### config.mk
export PLATFORM = sky130hd
export DESIGN_NAME = switch_port_interrupt_aggregator
export DESIGN_NICKNAME = d
export VERILOG_FILES = /design/src/hdl/switch_port_interrupt_aggregator_pkg.sv /design/src/hdl/ds_port_intr.sv /design/src/hdl/switch_port_interrupt_aggregator.sv
export VERILOG_INCLUDE_DIRS = /design/src /design/src/hdl
export SDC_FILE = /design/constraint.sdc
export NUM_CORES = 1
export LEC_CHECK = 0
export ABC_AREA = 1
export BUFFER_PORTS_ARGS = -buffer_cell sky130_fd_sc_hd__buf_2
export CAP_MARGIN = 20
export CORE_UTILIZATION = 49
export CTS_BUF_LIST = sky130_fd_sc_hd__clkbuf_4
export CTS_CLUSTER_DIAMETER = 80
export CTS_CLUSTER_SIZE = 25
export DETAILED_ROUTE_END_ITERATION = 12
export HOLD_SLACK_MARGIN = 0.12
export PLACE_DENSITY = 0.78
export SETUP_SLACK_MARGIN = 0.2
export SYNTH_ARGS = -nofsm -noshare
export SYNTH_HDL_FRONTEND = slang
export SYNTH_HIERARCHICAL = 1
export SYNTH_SLANG_ARGS = --single-unit
### constraint.sdc
create_clock -name core_clk -period 2.25 [get_ports core_clk]
set_input_delay 0.45 -clock core_clk [delete_from_list [all_inputs] [get_ports core_clk]]
set_output_delay 0.45 -clock core_clk [all_outputs]
set_load 0.02 [all_outputs]
### src/hdl/switch_port_interrupt_aggregator_params.svh
// Purpose: constants of the switch port interrupt aggregator
// Assumes: 32-bit APB, byte offsets, one register per word
`ifndef SWITCH_PORT_INTERRUPT_AGGREGATOR_PARAMS_SVH
`define SWITCH_PORT_INTERRUPT_AGGREGATOR_PARAMS_SVH

// register byte offsets
`define OFS_DS_MSI_EN      8'h00
`define OFS_DS_INTX_DIS    8'h04
`define OFS_DS_BW_NOTIFY   8'h08
`define OFS_US_CTRL        8'h0C
`define OFS_PM_CAP         8'h10
`define OFS_US_INTR_STS    8'h14
`define OFS_DS_INTR_STS    8'h18
`define OFS_IRQ_STATUS     8'h1C
`define OFS_IRQ_MASK       8'h20

// upstream control bits
`define US_MSI_EN_BIT      0
`define US_INTX_DIS_BIT    1
`define US_UNLOCK_BIT      2

// power management capability field
`define PM_NXT_LSB         0
`define PM_NXT_MSB         7
`define PM_LISTED_BIT      8
`define MSI_CAP_PTR        8'hD0
`define PM_NXT_RESET       8'h00

// interrupt status bits
`define IRQ_PARITY_BIT     0
`define IRQ_CFGRD_BIT      1
`define IRQ_BITS           2

// swizzle distances per downstream port index (ports 2..5)
`define SWZ_PORT2          2
`define SWZ_PORT3          1
`define SWZ_PORT4          0
`define SWZ_PORT5          3

`endif

### src/hdl/switch_port_interrupt_aggregator_pkg.sv
// Purpose: types of the switch port interrupt aggregator
// Assumes: four legacy lines A..D
// Notes:   constants live in the params header
package switch_port_interrupt_aggregator_pkg;

  typedef logic [3:0] intx_t;
  typedef logic [1:0] line_t;

  typedef enum logic {
    MSG_DEASSERT,
    MSG_ASSERT
  } msg_kind_e;

endpackage : switch_port_interrupt_aggregator_pkg

### src/hdl/ds_port_intr.sv
// Purpose: one downstream port's interrupt source and INTx state
// Assumes: received INTx messages arrive as one-cycle pulses
// Notes:   state is pre-mapping; remapping happens upstream only
`timescale 1ns/1ps
module ds_port_intr
  import switch_port_interrupt_aggregator_pkg::*;
(
  // clock and reset
  input  wire logic  core_clk,
  input  wire logic  rst,
  // sources
  input  wire logic  hotPlugIrq,
  input  wire logic  bwMgmtStatusBit,
  input  wire logic  autonomousBwStatusBit,
  input  wire logic  bwMgmtIntEn,
  input  wire logic  autonomousBwIntEn,
  // configuration
  input  wire logic  msiEnable,
  input  wire logic  legacyIntrDisable,
  input  wire logic  linkUp,
  // messages from downstream partner
  input  wire intx_t rxAssert,
  input  wire intx_t rxDeassert,
  // results
  output intx_t      portIntx,
  output logic       msiReq
);

  logic  cond;
  logic  cond_r;
  logic  ownIntA_r;
  intx_t rxState_r;

  // masked or cleared bits drop it
  assign cond = hotPlugIrq | (bwMgmtStatusBit & bwMgmtIntEn)
              | (autonomousBwStatusBit & autonomousBwIntEn);

  always_ff @(posedge core_clk) begin
    if (rst) cond_r <= 1'b0;
    else     cond_r <= cond;
  end

  always_ff @(posedge core_clk) begin
    if (rst) msiReq <= 1'b0;
    else     msiReq <= cond & ~cond_r & msiEnable;
  end

  always_ff @(posedge core_clk) begin
    if (rst || !linkUp) begin
      ownIntA_r <= 1'b0;
    end else if (!msiEnable && !legacyIntrDisable) begin
      if (cond & ~cond_r)
        ownIntA_r <= 1'b1;
      else if (~cond & cond_r)
        ownIntA_r <= 1'b0;
    end
  end

  // received wires; assert wins a same-cycle clash
  always_ff @(posedge core_clk) begin
    if (rst || !linkUp) begin
      rxState_r <= '0;
    end else begin
      rxState_r <= (rxState_r & ~rxDeassert) | rxAssert;
    end
  end

  assign portIntx = rxState_r | {3'b000, ownIntA_r};

endmodule : ds_port_intr

### src/hdl/switch_port_interrupt_aggregator.sv
// Purpose: port interrupts and legacy INTx emulation for a 5-port switch
// Assumes: APB slave, 32-bit data; downstream ports 2..5 as index 0..3
// Notes:   one INTx message request outstanding at a time
`timescale 1ns/1ps
`include "switch_port_interrupt_aggregator_params.svh"
module switch_port_interrupt_aggregator
  import switch_port_interrupt_aggregator_pkg::*;
#(
  parameter int NDS = 4
)(
  // clock and reset
  input  wire logic             core_clk,
  input  wire logic             rst,
  // apb slave
  input  wire logic             psel,
  input  wire logic             penable,
  input  wire logic             pwrite,
  input  wire logic [7:0]       paddr,
  input  wire logic [31:0]      pwdata,
  output logic      [31:0]      prdata,
  output logic                  pready,
  output logic                  pslverr,
  // internal error events, one-cycle pulses
  input  wire logic             parityErr,
  input  wire logic             cfgReadErr,
  // downstream port sources
  input  wire logic [NDS-1:0]   hotPlugIrq,
  input  wire logic [NDS-1:0]   bwMgmtStatusBit,
  input  wire logic [NDS-1:0]   autonomousBwStatusBit,
  input  wire logic [NDS-1:0]   dsLinkUp,
  input  wire logic [4*NDS-1:0] rxAssert,
  input  wire logic [4*NDS-1:0] rxDeassert,
  // MSI requests to switch core, routed upstream
  output logic      [NDS-1:0]   dsMsiReq,
  output logic                  usMsiReq,
  // INTx message request to switch core
  output logic                  msgValid,
  output logic                  msgAssert,
  output logic      [1:0]       msgLine,
  input  wire logic             msgReady,
  // capability list view
  output logic                  msiCapListed,
  // interrupt line
  output logic                  irq
);

  // ---------------------------------------------------------------
  // registers
  logic [NDS-1:0]          dsMsiEn_r;
  logic [NDS-1:0]          dsIntxDis_r;
  logic [2*NDS-1:0]        dsBwNotify_r;
  logic [2:0]              usCtrl_r;
  logic [7:0]              capNextPointer_r;
  logic [`IRQ_BITS-1:0]    irqStatus_r;
  logic [`IRQ_BITS-1:0]    irqMask_r;
  logic [`IRQ_BITS-1:0]    irqStatus_nxt;

  // apb decode
  logic                    setupAcc;
  logic                    wrDone;
  logic                    rdHit;
  logic [31:0]             rdData;
  logic                    hit;

  // write strobes, one per writable register
  logic                    wrMsiEn;
  logic                    wrIntxDis;
  logic                    wrBwNotify;
  logic                    wrUsCtrl;
  logic                    wrPmCap;
  logic                    wrIrqSts;
  logic                    wrIrqMask;

  // interrupt paths
  intx_t                   portIntx [NDS];
  logic  [NDS-1:0]         portMsi;
  intx_t                   upAgg;
  intx_t                   sentState_r;
  logic                    usCond;
  logic                    usCond_r;
  logic                    usIntA_r;
  logic [4*NDS-1:0]        dsStsFlat;
  logic                    evtPending;
  line_t                   evtLine;
  intx_t                   diff;

  // ---------------------------------------------------------------
  // mapping happens here only; ports keep their own line view
  // rotate a line vector: out[L] = x[(L+k) mod 4]
  function automatic intx_t swizzle(input intx_t x, input int k);
    intx_t o;
    o = '0;
    for (int l = 0; l < 4; l++) begin
      o[l] = x[(l + k) % 4];
    end
    return o;
  endfunction : swizzle

  function automatic int swzDist(input int p);
    int d;
    d = `SWZ_PORT4;
    case (p)
      0:       d = `SWZ_PORT2;
      1:       d = `SWZ_PORT3;
      2:       d = `SWZ_PORT4;
      3:       d = `SWZ_PORT5;
      default: d = `SWZ_PORT4;
    endcase
    return d;
  endfunction : swzDist

  // shared address match behind every write strobe
  function automatic logic wrSel(input logic       done,
                                 input logic [7:0] a,
                                 input logic [7:0] ofs);
    return done && (a == ofs);
  endfunction : wrSel

  // ---------------------------------------------------------------
  // one wait state keeps prdata a plain register off the decode
  // apb: one wait state, write takes effect at the pready edge
  assign setupAcc = psel & penable & ~pready;
  assign wrDone   = psel & penable & pready & pwrite & ~pslverr;

  // write strobes decoded once, shared by the register blocks
  assign wrMsiEn    = wrSel(wrDone, paddr, `OFS_DS_MSI_EN);
  assign wrIntxDis  = wrSel(wrDone, paddr, `OFS_DS_INTX_DIS);
  assign wrBwNotify = wrSel(wrDone, paddr, `OFS_DS_BW_NOTIFY);
  assign wrUsCtrl   = wrSel(wrDone, paddr, `OFS_US_CTRL);
  assign wrPmCap    = wrSel(wrDone, paddr, `OFS_PM_CAP);
  assign wrIrqSts   = wrSel(wrDone, paddr, `OFS_IRQ_STATUS);
  assign wrIrqMask  = wrSel(wrDone, paddr, `OFS_IRQ_MASK);

  always_comb begin
    rdData = '0;
    hit    = 1'b1;
    case (paddr)
      `OFS_DS_MSI_EN:    rdData[NDS-1:0]   = dsMsiEn_r;
      `OFS_DS_INTX_DIS:  rdData[NDS-1:0]   = dsIntxDis_r;
      `OFS_DS_BW_NOTIFY: rdData[2*NDS-1:0] = dsBwNotify_r;
      `OFS_US_CTRL:      rdData[2:0]       = usCtrl_r;
      `OFS_PM_CAP: begin
        rdData[`PM_NXT_MSB:`PM_NXT_LSB] = capNextPointer_r;
        rdData[`PM_LISTED_BIT]          = msiCapListed;
      end
      `OFS_US_INTR_STS:  rdData[3:0]       = upAgg;
      `OFS_DS_INTR_STS:  rdData[4*NDS-1:0] = dsStsFlat;
      `OFS_IRQ_STATUS:   rdData[`IRQ_BITS-1:0] = irqStatus_r;
      `OFS_IRQ_MASK:     rdData[`IRQ_BITS-1:0] = irqMask_r;
      default:           hit = 1'b0;
    endcase
  end

  assign rdHit = hit;

  always_ff @(posedge core_clk) begin
    if (rst) begin
      pready  <= 1'b0;
      pslverr <= 1'b0;
      prdata  <= '0;
    end else begin
      pready  <= setupAcc;
      // only unmapped offsets err; writes to read-only fields drop
      pslverr <= setupAcc & ~rdHit;
      // unmapped reads return zero
      prdata  <= (setupAcc & ~pwrite) ? rdData : '0;
    end
  end

  // ---------------------------------------------------------------
  // control registers, one block each so a strobe cannot leak across
  always_ff @(posedge core_clk) begin
    if (rst)          dsMsiEn_r <= '0;
    else if (wrMsiEn) dsMsiEn_r <= pwdata[NDS-1:0];
  end

  always_ff @(posedge core_clk) begin
    if (rst)            dsIntxDis_r <= '0;
    else if (wrIntxDis) dsIntxDis_r <= pwdata[NDS-1:0];
  end

  always_ff @(posedge core_clk) begin
    if (rst)             dsBwNotify_r <= '0;
    else if (wrBwNotify) dsBwNotify_r <= pwdata[2*NDS-1:0];
  end

  always_ff @(posedge core_clk) begin
    if (rst)           usCtrl_r <= '0;
    else if (wrUsCtrl) usCtrl_r <= pwdata[2:0];
  end

  always_ff @(posedge core_clk) begin
    if (rst)            irqMask_r <= '0;
    else if (wrIrqMask) irqMask_r <= pwdata[`IRQ_BITS-1:0];
  end

  // next pointer writable only when unlocked
  always_ff @(posedge core_clk) begin
    if (rst) begin
      capNextPointer_r <= `PM_NXT_RESET;
    end else if (wrPmCap && usCtrl_r[`US_UNLOCK_BIT]) begin
      capNextPointer_r <= pwdata[`PM_NXT_MSB:`PM_NXT_LSB];
    end
  end

  // listed when pointing at MSI capability
  // registered compare: listing shows one cycle after the write
  always_ff @(posedge core_clk) begin
    if (rst) msiCapListed <= 1'b0;
    else     msiCapListed <= (capNextPointer_r == `MSI_CAP_PTR);
  end

  // ---------------------------------------------------------------
  // sticky error status; set wins over write-one-to-clear
  // so an error landing in the clearing cycle is never lost
  always_comb begin
    irqStatus_nxt = irqStatus_r;
    if (wrIrqSts) begin
      irqStatus_nxt = irqStatus_nxt & ~pwdata[`IRQ_BITS-1:0];
    end
    irqStatus_nxt[`IRQ_PARITY_BIT] = irqStatus_nxt[`IRQ_PARITY_BIT]
                                     | parityErr;
    irqStatus_nxt[`IRQ_CFGRD_BIT]  = irqStatus_nxt[`IRQ_CFGRD_BIT]
                                     | cfgReadErr;
  end

  always_ff @(posedge core_clk) begin
    if (rst) irqStatus_r <= '0;
    else     irqStatus_r <= irqStatus_nxt;
  end

  assign usCond = |(irqStatus_r & irqMask_r);

  always_ff @(posedge core_clk) begin
    if (rst) usCond_r <= 1'b0;
    else     usCond_r <= usCond;
  end

  // registered so the pin never glitches while status and mask settle
  always_ff @(posedge core_clk) begin
    if (rst) irq <= 1'b0;
    else     irq <= usCond;
  end

  always_ff @(posedge core_clk) begin
    if (rst) usMsiReq <= 1'b0;
    else     usMsiReq <= usCond & ~usCond_r & usCtrl_r[`US_MSI_EN_BIT];
  end

  // upstream error as legacy INTA
  // msi on or intx off at a negation leaves the wire as it was
  always_ff @(posedge core_clk) begin
    if (rst) begin
      usIntA_r <= 1'b0;
    end else if (!usCtrl_r[`US_MSI_EN_BIT]
                 && !usCtrl_r[`US_INTX_DIS_BIT]) begin
      if (usCond & ~usCond_r)
        usIntA_r <= 1'b1;
      else if (~usCond & usCond_r)
        usIntA_r <= 1'b0;
    end
  end

  // ---------------------------------------------------------------
  // downstream ports
  // four line states per port
  // no remapping inside the port
  // link-down clearing lives inside each port
  for (genvar p = 0; p < NDS; p++) begin : g_ds
    ds_port_intr u_port (
      .core_clk              (core_clk),
      .rst                   (rst),
      .hotPlugIrq            (hotPlugIrq[p]),
      .bwMgmtStatusBit       (bwMgmtStatusBit[p]),
      .autonomousBwStatusBit (autonomousBwStatusBit[p]),
      .bwMgmtIntEn           (dsBwNotify_r[2*p]),
      .autonomousBwIntEn     (dsBwNotify_r[2*p+1]),
      .msiEnable             (dsMsiEn_r[p]),
      .legacyIntrDisable     (dsIntxDis_r[p]),
      .linkUp                (dsLinkUp[p]),
      .rxAssert              (rxAssert[4*p +: 4]),
      .rxDeassert            (rxDeassert[4*p +: 4]),
      .portIntx              (portIntx[p]),
      .msiReq                (portMsi[p])
    );
    assign dsStsFlat[4*p +: 4] = portIntx[p];
  end

  always_ff @(posedge core_clk) begin
    if (rst) dsMsiReq <= '0;
    else     dsMsiReq <= portMsi;
  end

  always_comb begin
    // upstream own error rides on INTA like a downstream port
    upAgg = {3'b000, usIntA_r};
    for (int p = 0; p < NDS; p++) begin
      upAgg = upAgg | swizzle(portIntx[p], swzDist(p));
    end
  end

  // ---------------------------------------------------------------
  // INTx messages toward the root
  assign diff = upAgg ^ sentState_r;

  always_comb begin
    evtPending = 1'b0;
    evtLine    = '0;
    for (int l = 3; l >= 0; l--) begin
      if (diff[l]) begin
        evtPending = 1'b1;
        evtLine    = line_t'(l);
      end
    end
  end

  // a line that flips back before its turn sends nothing; lowest
  // changed line goes first, the others wait for the next slot
  // at most one message per state change
  always_ff @(posedge core_clk) begin
    if (rst) begin
      msgValid    <= 1'b0;
      msgAssert   <= 1'b0;
      msgLine     <= '0;
      sentState_r <= '0;
    end else if (!msgValid || msgReady) begin
      msgValid <= evtPending;
      if (evtPending) begin
        msgAssert            <= upAgg[evtLine];
        msgLine              <= evtLine;
        sentState_r[evtLine] <= upAgg[evtLine];
      end
    end
  end

endmodule : switch_port_interrupt_aggregator

==> flow_summary.toml <==
[clock_network]
clk_pin_slew_worst_paths_ps = 160
insertion_delay_ps = 460
hold_buffers = 0
postCtsSetupRepairBufs = 0
cts-root-buf = "clkbuf_4"
tritoncts = "yes"
clockBufferDepth = 2
clock-sinks = 93
numCtsBuffers = 9
htree_levels = 3

[setup_path]
startpoint_type = "flop"
critPathMaxFanout = 3
critPathRequiredTime_ps = 2640
setup.worst_path.end_class = "flop"
critPathKind = "reg2reg"
arrival_ps = 2250
setup.worst_path.start = "g_ds[0].u_port/ownIntA_r$_SDFFE_PP0P_"
r2r_start = "g_ds[0].u_port/ownIntA_r$_SDFFE_PP0P_"

[power]
p_int_mw = 2.25
vdd_ir_drop_max_v = 0.000381
cellLeakagePower_nw = 2.55
power_density_nw_per_um2 = 660
clkPwrFrac_pct = 29.8
p_total_mw = 3.25
pwr-share-comb_pct = 16.6
power_switching_mw = 1.01
p_sw_share_pct = 30.9
power_frac_seq_pct = 53.6

[synth]
synth-edff-count = 0
ys_top_cells_by_count = "nand2_1 (104), inv_1 (97), dfxtp_1 (93)"
synth_area_leaders = "dfxtp_1 (43%), nand2_1 (9.1%), inv_1 (8.5%)"
syn_area_sq_um = 4290
ys_seq_area_share_pct = 43.4
yosys_warnings = 6
synth_largest_area_cell = "dfxtp_1"
synth.most_common_cell = "nand2_1"
ys_async_sr_fraction_pct = 0
syn_area_per_cell_sq_um = 7.30
syn_inst = 588
ys_types = 35
synth_top_cell_area_share_pct = 43.4
synth-seq-cells = 93
synth_ff_type = "dfxtp_1"

[grt]
antenna_found_initial = 0
gr-usage-all-layers_pct = 23.4
grt_pass1_vias = 3556
grt-ovfl-total = 0
grt_max_degree = 38
grt_pass1_wl_mm = 16.1

[worst_hold_path]
worstHoldStart = "rxAssert[12]"
hp-class = "in2reg"

[placement]
gp_congestion = 0.868
hpwlAfterDp_mm = 7.96
numPortBuffers = 100

[routing]
wire_per_inst_um = 12.8
drt_first_pass_iters = 5
drtAntennaViolNets = 0
vias = 3956
wirelength_mm = 10.1
drc = 0
avgViaCountPerCell = 4.99
drt_iter0_markers = 185

[cells_and_area]
fillerInstances = 788
num_antenna_cells = 0
fin_nets = 784
areaGrowthSynthToFinish_pct = 14.8
drive_gt1_share_pct = 25.0

[die]
initial_utilization_pct = 51.5
rows = 33
io_pins = 141
core_sq_um = 8340
die_w_um = 95.6
die-area_sq_um = 9140
die_height_um = 95.6

[timing]
tns_ps = 0
fmax_ghz = 0.538
period_minus_slack_ps = 1860
hold_viol_final = 0
drv_slew = 0
fin_worst_skew_ps = 15.0
finalCritPeriodShare_pct = 82.6
grt_setup_unrepaired = "no"
setup_viol = 0

[status]
outcome = "completed"

[flow_run]
maxCapViolCount = 0
[kinds of logic (layout without fill, tap and decap cells)]
family	after synthesis	count (layout)	synth area share, %
AOI/OAI and AO/OA	111	111	13.7
buffers and inverters	143	228	15.3
DFF	93	93	43.4
other	1	16	0.0874
adders and majority gates	5	5	1.46
and+or+nand+nor	235	235	26.1
[final timing paths]
path	to	slack, ps	depth (start not counted)
worst min register to register	dsMsiReq[3]$_SDFF_PP0_	400	2
worst max-delay path	sentState_r[2]$_SDFFE_PP0P_	390	12
worst max register to register	sentState_r[2]$_SDFFE_PP0P_	390	12
worst min-delay path	g_ds[3].u_port/rxState_r[0]$_SDFF_PP0_	180	3
[power by group through the flow]
| stage | Clock [mW] | Sequential (mW) | Combinational [mW] |
|---|---|---|---|
| after CTS | 0.978 | 1.74 | 0.523 |
| after global placement | 0 | 1.78 | 0.496 |
| after global routing | 1.03 | 1.75 | 0.605 |
| final | 0.969 | 1.74 | 0.539 |
| after detailed placement | 0 | 1.78 | 0.519 |
| after floorplan | 0 | 1.79 | 0.366 |
[routing by layer]
| layer | global-route usage [%] | routed length, um | up-vias |
|---|---|---|---|
| li1 | - | - | 1985 |
| met1 | 30.0 | 4560 | 1791 |
| met2 | 38.2 | 4600 | 156 |
| met3 | 4.55 | 698 | 24 |
| met4 | 10.3 | 274 | 0 |
| met5 | 0 | 0 | - |
[placed cells by master (no fill, tap or decap), types with 2 or more instances in the layout]
| cell | instances |
|---|---|
| clkinvlp_4 | 3 |
| buf_4 | 4 |
| nor2_1 | 63 |
| nor2_8 | 2 |
| inv_2 | 10 |
| nor2_2 | 12 |
| nand2_1 | 102 |
| ha_1 | 5 |
| o21ai_2 | 2 |
| inv_6 | 2 |
| o21ai_0 | 38 |
| nand4_1 | 7 |
| nand3_1 | 21 |
| a21oi_1 | 64 |
| inv_1 | 97 |
| a21oi_2 | 2 |
| buf_2 | 100 |
| nand2_2 | 4 |
| clkbuf_4 | 9 |
| nand3_4 | 2 |
| conb_1 | 16 |
| dfxtp_1 | 93 |
| nor3_1 | 5 |
| or2_2 | 4 |
| nand2_4 | 4 |
| nor2_4 | 5 |
[critical path, stage by stage (launching register included)]
cell and delay [ps]:
dfxtp_1 330, or2_2 340, nor2_2 160, nand2_1 120
nand2_1 80, nand2_1 70, nand2_1 90, nand3_1 140
nor2_2 160, nand2_1 90, nand2_1 70, nand2_1 50
a21oi_1 110
[metrics by stage]
stage	setup WS (ps)	hold WS, ps	cells	cell area (sq um)	util, %
after floorplan	668	388	603	4350	-
after global placement	368	392	777	4760	57.1
after detailed placement	225	396	777	4760	57.1
after CTS	239	172	793	4910	58.9
after global routing	201	173	793	4930	59.1
final	392	180	793	4930	59.1
[layout make-up]
cell class	count	area, sq um	area share [%]
inverter	108	408	8.28
clock buffer	9	67.6	1.37
sequential	93	1860	37.8
timing repair buffer	104	531	10.8
clock inverter	7	81.3	1.65
multi-input combinational	367	1850	37.5
tap	105	131	2.67
[sequential cells by signal (all words and copies together), names as in the netlist, 2 cells and up]
name                   count
capNextPointer_r           8
dsBwNotify_r               8
dsIntxDis_r                4
dsMsiEn_r                  4
dsMsiReq                   4
g_ds.u_port/cond_r         4
g_ds.u_port/msiReq         4
g_ds.u_port/ownIntA_r      4
g_ds.u_port/rxState_r     16
irqMask_r                  2
irqStatus_r                2
msgLine                    2
prdata                    16
sentState_r                4
usCtrl_r                   3
[repair_timing]
action | in CTS | in global routing
setup endpoints to repair | 5 | 5
cloned | 0 | 0
gates resized for setup | 1 | 5
No activity file was read; power rests on OpenSTA's default activity.
